## config.mk

```make
export PLATFORM = sky130hd
export DESIGN_NAME = asc_top
export DESIGN_NICKNAME = d
export VERILOG_FILES = /design/src/verilog/asc_pkg.sv /design/src/verilog/asc_top.sv
export VERILOG_INCLUDE_DIRS = /design/src /design/src/verilog
export SDC_FILE = /design/constraint.sdc
export NUM_CORES = 1
export LEC_CHECK = 0
export BUFFER_PORTS_ARGS = -buffer_cell sky130_fd_sc_hd__buf_2
export CORE_UTILIZATION = 36
export CTS_CLUSTER_DIAMETER = 100
export CTS_CLUSTER_SIZE = 16
export DETAILED_ROUTE_END_ITERATION = 16
export GPL_ROUTABILITY_DRIVEN = 0
export HOLD_SLACK_MARGIN = 0.15
export PLACE_DENSITY = 0.52
export SYNTH_ARGS = -nofsm -noshare
export SYNTH_HDL_FRONTEND = slang
export SYNTH_SLANG_ARGS = --single-unit
```

## constraint.sdc

```tcl
create_clock -name clk_sys -period 2.6 [get_ports clk_sys]
set_input_delay 0.39 -clock clk_sys [delete_from_list [all_inputs] [get_ports clk_sys]]
set_output_delay 0.39 -clock clk_sys [all_outputs]
set_load 0.005 [all_outputs]
```

## src/verilog/asc_defs.svh

```systemverilog
`ifndef ASC_DEFS_SVH
`define ASC_DEFS_SVH
// Settling wait after leaving converter shutdown, in modulator periods
`define ASC_SETTLE_FULL 9'h0100
// Scan delays above this lead shut the converter down between cycles
`define ASC_SCAN_LEAD 24'h00_0100
// Host-write synchronisation wait, in master clock periods
`define ASC_SYNC_MCLK 4'h2
// System clock cycles per master clock period (master clock is clk_sys / 2)
`define ASC_SYS_PER_MCLK 4'h2
// Mode field codes
`define ASC_MODE_STBY 2'h2
`define ASC_MODE_CONV 2'h3
// Clock-select code for internal oscillator with divided clock driven out
`define ASC_SEL_OSC_OUT 2'h3
`endif

```

## src/verilog/asc_pkg.sv

```systemverilog
package asc_pkg;
    typedef enum logic [1:0] {
        ASC_SHUT = 2'b00,
        ASC_SETTLE = 2'b01,
        ASC_STBY = 2'b10,
        ASC_CONV = 2'b11
    } asc_state_type;
endpackage

```

## src/verilog/asc_top.sv

```systemverilog
// What this block does
// - Powered to shutdown takes effect immediately
// - Entering shutdown reloads settle counter to 256
// - Leaving shutdown counts settle down from 256
// - Host write power-up waits two master clocks
// - Sequencer power-up counts with no wait
// - At zero: mode 10 ready, 11 converts
// - Standby and conversion swap one cycle after write at zero, with no sync wait
// - Conversion requested early waits for zero
// - Same-mode rewrite reloads settle counter only on clock-select change
// - Each powered-mode rewrite restarts sync wait
// - Long scan delay: shut down, wake 256 early
// - Short scan delay: stay in standby
// - Optional pulse on each conversion start
// - Decode clock-select into source and pin
// - Full shutdown stops master clock distribution
// - Clock-select change restarts conversions and phases
// - Oscillator runs unless clock-select is 0x
// - Pin carries master clock divided by 2 to the power of divide ratio
// - Divided clock appears right after write
// - Full shutdown halts all timers and clears all but the settle counter, held at 256
`timescale 1ns/1ps
`include "asc_defs.svh"

module asc_top #(
    parameter int MOD_DIV = 4
) (
    input wire logic clk_sys,
    input wire logic reset,
    input wire logic cfg_write,
    input wire logic [1:0] cfg_mode,
    input wire logic [1:0] cfg_clk_sel,
    input wire logic cfg_upper_zero,
    input wire logic [1:0] clock_divide_ratio,
    input wire logic start_pulse_enable,
    input wire logic scan_continuous,
    input wire logic scan_cycle_done,
    input wire logic [23:0] scan_delay,
    output logic [1:0] adc_state,
    output logic [8:0] settle_count,
    output logic irq_pulse,
    output logic conv_restart,
    output logic scan_next,
    output logic mclk_gate,
    output logic osc_enable,
    output logic clk_pin_out,
    output logic clk_pin_oe
);

    localparam logic [3:0] SYNC_CYCLES = 4'(`ASC_SYNC_MCLK * `ASC_SYS_PER_MCLK);
    localparam logic [7:0] MOD_LAST = 8'(MOD_DIV - 1);

    // Pin half period in clk_sys cycles; one full pin period is 2 to the power of the ratio in master clocks
    function automatic logic [7:0] pin_half(input logic [1:0] ratio);
        pin_half = 8'h01 << ratio;
    endfunction

    asc_pkg::asc_state_type state_q, state_d;
    logic [1:0] mode_q, mode_d;
    logic [1:0] clk_sel_q, clk_sel_d;
    logic full_q, full_d;
    logic [8:0] settle_q, settle_d;
    logic [3:0] sync_q, sync_d;
    logic scan_off_q, scan_off_d;
    logic scan_hold_q, scan_hold_d;
    logic [23:0] scan_wait_q, scan_wait_d;
    logic irq_q, irq_d;
    logic restart_q, restart_d;
    logic scan_next_q, scan_next_d;
    logic mclk_ph_q, mclk_ph_d;
    logic [7:0] mod_cnt_q, mod_cnt_d;
    logic [7:0] pin_cnt_q, pin_cnt_d;
    logic pin_q, pin_d;
    logic pin_oe_q, pin_oe_d;
    logic osc_q, osc_d;
    logic gate_q, gate_d;

    logic sel_change;
    logic full_enter;
    logic mclk_tick;
    logic mod_tick;
    logic [1:0] eff_mode;
    logic powered;

    assign sel_change = cfg_write && (cfg_clk_sel != clk_sel_q);
    assign full_enter = cfg_write && cfg_upper_zero && (cfg_clk_sel == 2'h0)
                        && (cfg_mode == 2'h0);
    assign mclk_tick = mclk_ph_q && !full_q;
    assign mod_tick = mclk_tick && (mod_cnt_q == MOD_LAST);
    assign eff_mode = scan_off_q ? 2'h0 : (scan_hold_q ? `ASC_MODE_STBY : mode_q);
    assign powered = eff_mode[1] && !full_q;

    // Clock generation and pin drive
    always_comb begin
        mclk_ph_d = mclk_ph_q;
        mod_cnt_d = mod_cnt_q;
        pin_cnt_d = pin_cnt_q;
        pin_d = pin_q;
        if (!full_q) begin
            // Distribution stops in full shutdown; counters freeze cleared below
            mclk_ph_d = !mclk_ph_q;
            if (mclk_tick) begin
                mod_cnt_d = (mod_cnt_q == MOD_LAST) ? 8'h00 : mod_cnt_q + 8'h01;
            end
            if (clk_sel_q == `ASC_SEL_OSC_OUT) begin
                if (pin_cnt_q >= pin_half(clock_divide_ratio) - 8'h01) begin
                    pin_cnt_d = 8'h00;
                    pin_d = !pin_q;
                end else begin
                    pin_cnt_d = pin_cnt_q + 8'h01;
                end
            end
        end
        if (full_enter || sel_change) begin
            // Phases restart from defaults; may stretch one pin phase
            mclk_ph_d = 1'b0;
            mod_cnt_d = 8'h00;
            pin_cnt_d = 8'h00;
            pin_d = 1'b0;
        end
        clk_sel_d = cfg_write ? cfg_clk_sel : clk_sel_q;
        pin_oe_d = (clk_sel_d == `ASC_SEL_OSC_OUT);
        osc_d = clk_sel_d[1];
        full_d = cfg_write ? full_enter : full_q;
        gate_d = !full_d;
    end

    always_ff @(posedge clk_sys) begin
        if (reset) begin
            mclk_ph_q <= 1'b0;
            mod_cnt_q <= 8'h00;
            pin_cnt_q <= 8'h00;
            pin_q <= 1'b0;
            clk_sel_q <= 2'h0;
            pin_oe_q <= 1'b0;
            osc_q <= 1'b0;
            full_q <= 1'b0;
            gate_q <= 1'b1;
        end else begin
            mclk_ph_q <= mclk_ph_d;
            mod_cnt_q <= mod_cnt_d;
            pin_cnt_q <= pin_cnt_d;
            pin_q <= pin_d;
            clk_sel_q <= clk_sel_d;
            pin_oe_q <= pin_oe_d;
            osc_q <= osc_d;
            full_q <= full_d;
            gate_q <= gate_d;
        end
    end

    // Power sequencing, settling counter and scan delay
    always_comb begin
        state_d = state_q;
        mode_d = mode_q;
        settle_d = settle_q;
        sync_d = sync_q;
        scan_off_d = scan_off_q;
        scan_hold_d = scan_hold_q;
        scan_wait_d = scan_wait_q;
        restart_d = 1'b0;
        scan_next_d = 1'b0;
        if (!powered) begin
            state_d = asc_pkg::ASC_SHUT;
            settle_d = `ASC_SETTLE_FULL;
            sync_d = 4'h0;
        end else begin
            if (sync_q != 4'h0) begin
                sync_d = sync_q - 4'h1;
            end else if (mod_tick && settle_q != 9'h000) begin
                settle_d = settle_q - 9'h001;
            end
            if (settle_q == 9'h000) begin
                state_d = eff_mode[0] ? asc_pkg::ASC_CONV : asc_pkg::ASC_STBY;
            end else begin
                state_d = asc_pkg::ASC_SETTLE;
            end
        end
        if (full_q) begin
            scan_off_d = 1'b0;
            scan_hold_d = 1'b0;
            scan_wait_d = 24'h00_0000;
        end else if (scan_cycle_done && scan_continuous && mode_q == `ASC_MODE_CONV) begin
            scan_wait_d = scan_delay;
            scan_hold_d = (scan_delay != 24'h00_0000);
            scan_off_d = (scan_delay > `ASC_SCAN_LEAD);
            scan_next_d = (scan_delay == 24'h00_0000);
        end else if (scan_hold_q && mod_tick) begin
            scan_wait_d = scan_wait_q - 24'h00_0001;
            // Waking inside the sequencer skips the host sync wait
            scan_off_d = (scan_wait_d > `ASC_SCAN_LEAD);
            if (scan_wait_q == 24'h00_0001) begin
                scan_hold_d = 1'b0;
                scan_next_d = 1'b1;
            end
        end
        if (cfg_write) begin
            mode_d = cfg_mode;
            scan_off_d = 1'b0;
            scan_hold_d = 1'b0;
            scan_wait_d = 24'h00_0000;
            if (cfg_mode[1] && !full_enter) begin
                // Settle count untouched: a rewrite cannot shorten the wait
                sync_d = SYNC_CYCLES;
            end else begin
                state_d = asc_pkg::ASC_SHUT;
                settle_d = `ASC_SETTLE_FULL;
                sync_d = 4'h0;
            end
            if (sel_change) begin
                restart_d = 1'b1;
                settle_d = `ASC_SETTLE_FULL;
                state_d = asc_pkg::ASC_SHUT;
            end
        end
        irq_d = start_pulse_enable && state_q != asc_pkg::ASC_CONV
                && state_d == asc_pkg::ASC_CONV;
    end

    always_ff @(posedge clk_sys) begin
        if (reset) begin
            state_q <= asc_pkg::ASC_SHUT;
            mode_q <= 2'h0;
            settle_q <= `ASC_SETTLE_FULL;
            sync_q <= 4'h0;
            scan_off_q <= 1'b0;
            scan_hold_q <= 1'b0;
            scan_wait_q <= 24'h00_0000;
            irq_q <= 1'b0;
            restart_q <= 1'b0;
            scan_next_q <= 1'b0;
        end else begin
            state_q <= state_d;
            mode_q <= mode_d;
            settle_q <= settle_d;
            sync_q <= sync_d;
            scan_off_q <= scan_off_d;
            scan_hold_q <= scan_hold_d;
            scan_wait_q <= scan_wait_d;
            irq_q <= irq_d;
            restart_q <= restart_d;
            scan_next_q <= scan_next_d;
        end
    end

    assign adc_state = state_q;
    assign settle_count = settle_q;
    assign irq_pulse = irq_q;
    assign conv_restart = restart_q;
    assign scan_next = scan_next_q;
    assign mclk_gate = gate_q;
    assign osc_enable = osc_q;
    assign clk_pin_out = pin_q;
    assign clk_pin_oe = pin_oe_q;
endmodule
```

### Word-level counts from Yosys, hierarchy flattened

Cells that the tools add are included.

* input bits: 37
* bits in registers: 70
* logic and storage cells: 110
* output and inout port bits: 18

* order comparisons: 3
* shift operators: 1
* $add $sub $neg: 6
* bitwise gates (word level): 2
* reduce and logical (&&, ||, !) cells: 37
* equality and inequality tests: 9
* mux-type cells: 33

Operator list (number)
* $mux 9: 6
* $gt 24x9->1 const B: 2
* $mux 24: 2
* $eq 24x1->1 const B: 1
* $logic_not 24->1: 1
* $reduce_bool 24->1: 1
* $sub 24x1->24 const B: 1
* $add 8x1->8 const B: 2
* $mux 2: 8
* $mux 8: 2
* $logic_and 1x1->1: 14
* $mux 4: 3
* $mux 1: 11
* $logic_not 9->1: 1
* $reduce_bool 9->1: 1
* $sub 9x1->9 const B: 1
* $eq 2x2->1 const B: 4
* $eq 8x2->1 const B: 1
* $ge 8x8->1: 1
* $shl 1x2->8 const A: 1
* $sub 8x1->8 const B: 1
* $reduce_and 2->1: 3
* $reduce_or 2->1: 3
* $logic_not 1->1: 5
* other kinds (12): 15

### Depth between registers and ports, before layout

* word-level depth: 10
* depth in mapped cells: 9
* mapped depth without buffers: 8

### Least setup slack after synthesis

OpenSTA, ideal clock, no wires.

* path type: input-to-reg
* start: in clock_divide_ratio[1]
* end: reg pin_cnt_q[0]
* data required time: 2.532 ns
* stages on the path: 8
* slack: 0.547 ns
* arrival: 1.985 ns
* library setup time: 0.068 ns
* path buffers: 0
* cell sequence: or2_2 > ha_1 > nand2b_1 > a21oi_1 > nor2b_1 > o41ai_1 > nand3_1 > nor2_1

* longest elaborated chain between the ends: 4

Ends and longest elaborated chain
* start, declared: RTL line asc_top.sv:34 `input wire logic [1:0] clock_divide_ratio,`
* $shl 1x2->8: RTL line asc_top.sv:55 `pin_half = 8'h01 << ratio;`
* $sub 8x1->8: RTL line asc_top.sv:106 `if (pin_cnt_q >= pin_half(clock_divide_ratio) - 8'h01) begin`
* $ge 8x8->1: RTL line asc_top.sv:106
* $mux 8: RTL line asc_top.sv:106
* end signal, assigned: RTL line asc_top.sv:142 `pin_cnt_q <= pin_cnt_d;`
* end, declared: RTL line asc_top.sv:72 `logic [7:0] pin_cnt_q, pin_cnt_d;`

No other way between the ends.
A chain may end at the register's enable or synchronous reset.

### Worst setup path after layout

* start: reg pin_cnt_q[0]
* end: reg pin_cnt_q[2]

* longest elaborated chain between the ends: 2
* elaborated cells on any way between the ends: 3
* classes of those cells: add/sub: 1; order compare: 1; mux: 1

Ends and longest elaborated chain (RTL line)
* $add 8x1->8 or $ge 8x8->1 (tied branches): asc_top.sv:110, asc_top.sv:106
* $mux 8 *: asc_top.sv:106

Every way passes the cells marked *; elsewhere a longest branch is shown, timed or not.

==> flow_metrics.tcl <==
set metrics [dict create \
    status "finished clean" \
    crit_type "reg2reg" \
    syn_area_sq_um 3610 \
    cp-end-kind "flip-flop" \
    cp_slowest_cell "o41ai_1" \
    core_sq_um 9730 \
    finalHoldViolations 0 \
    setup_tns_ns 0 \
    synth_top_area_share_pct 38.3 \
    synth_seq_cells 69 \
    grt_first_pass_wirelength_um 13700 \
    crit_fanout 8 \
    syn_inst 416 \
    r2r-start "pin_cnt_q[0]$_SDFFE_PP0P_" \
    cts_hold_buf 0 \
    seq_power_share_pct 48.5 \
    grt_max_degree 26 \
    drt_iter0_drc 99 \
    cts_root_buf "clkbuf_8" \
    gr-total-overflow 0 \
    synthTopCellsByArea "dfxtp_1 (38%), xnor2_1 (7.0%), nor2_1 (6.2%), xor2_1 (5.8%), nor3_1 (3.2%)" \
    cpPeakStageDelay_ns 0.45 \
    area_growth_pct 17.3 \
    crit_buf_inv 1 \
    yosysSeqAreaShare_pct 38.3 \
    clkPwrFrac_pct 45.8 \
    synth_edf_count 0 \
    powerDensity_nw_per_um2 525 \
    period_share_pct 82.0 \
    arrival_ns 2.41 \
    io_pins 55 \
    worstPathCellList "inv_1 -> ha_1 -> nand2b_1 -> a21oi_1 -> nor2b_1 -> o41ai_1 -> nand3_1 -> nor2_1" \
    ys_async_sr_fraction_pct 0 \
    worst_ep_required_time_ns 2.88 \
    die_y_um 102 \
    htree_levels 3 \
    ir_worst_vdd_mv 0.205 \
    slew_headroom_pct 63.8 \
    yosys_warnings 0 \
    mostFrequentLayoutCells "dfxtp_1 (69), nor2_1 (60), buf_2 (54)" \
    hold_class "in2reg" \
    grt_usage_pct 17.0 \
    utilization_pct 43.5 \
    postRouteAntennaNets 0 \
    setup.worst_path.start "pin_cnt_q[0]$_SDFFE_PP0P_" \
    num_antenna_cells 0 \
    die_area_sq_um 10400 \
    syn_area_per_cell_sq_um 8.68 \
    yosys.area.top_type "dfxtp_1" \
    setup_violations 0 \
    holdCritStartpoint "cfg_mode[0]" \
    clkSinkCount 69 \
    cts_tree "done" \
    routed_wl_um 8170 \
    path_clk_slew_ns 0.08 \
    final_common_cell "dfxtp_1" \
    cts_buffers 9 \
    critPathTopFamily "simple AND/OR/NAND/NOR gates" \
    hpwl_um 6010 \
    p_comb_share_pct 5.7 \
    post-route-drc-count 0 \
    rsz0062_at_grt "false" \
    swShare_pct 22.7 \
    skew_ns 0.00998 \
    chipWidth_um 102 \
    p_switching_w 0.000505 \
    worst_slew_pin_slew_ns 0.536 \
    max-cap-violations 0 \
    nets 515 \
    antenna_found_initial 0 \
    cts.repair.resized 0 \
    internal_power_w 0.00172 \
    preCtsSetupSlack_ns 0.157 \
    num_rows 36 \
    vias_per_cell 5.04 \
    dr.pass1.iters 4 \
    drv_slew 0 \
    cts_post_setup_buffers_inserted 0 \
    ys_types 55 \
    synth_nets 462 \
    clock_latency_ns 0.35 \
    min_period_ns 2.13 \
    clock_path_buffers 2 \
    synthFlopType "dfxtp_1" \
    fmax_mhz 469 \
    start_kind "flip-flop" \
    io_buffers 54 \
    initial_core_util_pct 37.1 \
    vias 3062 \
    drive_above_1_share_pct 20.0 \
    finalWorstSetupSlack_ns 0.469 \
    grt_pass1_vias 2907 \
    nFillCells 1007 \
    wl_per_cell_um 13.5 \
    p_leak_nw 1.62 \
]
==> flip-flops by register name, indices dropped and copies added (netlist names), 2 cells and up <==
register	count
adc_state	2
clk_sel_q	2
mod_cnt_q	8
mode_q	2
pin_cnt_q	8
scan_wait_q	24
settle_count	9
sync_q	4
==> cell families (layout without fill, tap and decap cells) <==
| kind of cell | count (synthesis) | after routing | share of synthesized area [%] |
|---|---|---|---|
| compound gates | 67 | 67 | 11.3 |
| xor+xnor | 53 | 53 | 12.9 |
| fa+ha+maj | 9 | 9 | 3.12 |
| buf+inv | 27 | 85 | 3.29 |
| flops | 69 | 69 | 38.3 |
| mux | 7 | 7 | 1.98 |
| simple gates | 184 | 184 | 29.2 |
==> synth_stat cells (3+ instances only) <==
cell / count
a31oi_1: 3
nor4_4: 3
xor2_1: 24
mux2i_1: 6
ha_1: 9
clkbuf_1: 12
nand2_1: 21
a211oi_1: 10
nand4_1: 6
nand3_1: 8
o21ai_0: 20
nand3_2: 3
nand2b_1: 5
nor3_1: 23
a21oi_1: 22
or3_1: 8
nor4_1: 12
and4_1: 3
dfxtp_1: 69
nor2_1: 60
o31ai_1: 3
or4_1: 4
xnor2_1: 29
inv_1: 10
nor2b_1: 4
==> area by class of cell <==
| class | count | area [sq um] | share of cell area, % |
|---|---|---|---|
| clock inverter | 5 | 81.3 | 1.92 |
| timing repair buffer | 59 | 308 | 7.27 |
| multi-input combinational | 320 | 2110 | 49.8 |
| sequential | 69 | 1380 | 32.6 |
| clock buffer | 11 | 151 | 3.57 |
| inverter | 10 | 37.5 | 0.886 |
| tap | 133 | 166 | 3.93 |
==> final timing paths <==
check                                                 end  slack [ns]  depth (start not counted)
worst max-delay path            pin_cnt_q[2]$_SDFFE_PP0P_        0.47                          8
worst max register to register  pin_cnt_q[2]$_SDFFE_PP0P_        0.47                          8
worst min register to register  pin_cnt_q[7]$_SDFFE_PP0P_        0.48                          2
worst min-delay path               mode_q[0]$_SDFFE_PP0P_        0.29                          3
==> metrics by stage <==
stage	std cells	power (W)	instance area (sq um)	hold WS (ns)
2_1_floorplan	416	0.00117	3610	0.430
3_3_place_gp	591	0.00123	4000	0.458
3_5_place_dp	591	0.00123	4000	0.462
4_1_cts	607	0.00225	4240	0.278
5_1_grt	607	0.00231	4240	0.307
6_report	607	0.00222	4240	0.289
==> worst reg2reg max path: cells and delay by family (launching register included) <==
kind                       cells  cell delay (ns)
buffers and inverters          1             0.06
AOI/OAI and AO/OA              2             0.60
DFF                            1             0.39
and+or+nand+nor                4             0.74
adders and majority gates      1             0.28
==> routing by layer <==
layer  up-vias  part of all wire, %  track usage (%)
li1       1588                    -                -
met1      1431                   51             22.9
met2        31                   46             26.7
met3        12                  2.1             2.74
met4         0                  1.8             7.25
met5         -                    0                0
==> power by group through the flow <==
stage	Clock [W]	Combinational, W	Sequential, W
after CTS	0.00104	0.000129	0.00108
after detailed placement	0	0.000128	0.00110
after global placement	0	0.000127	0.00110
after floorplan	0	0.0000706	0.00110
final	0.00102	0.000127	0.00108
after global routing	0.00109	0.000144	0.00108
Power figures use the tool's default switching activity.
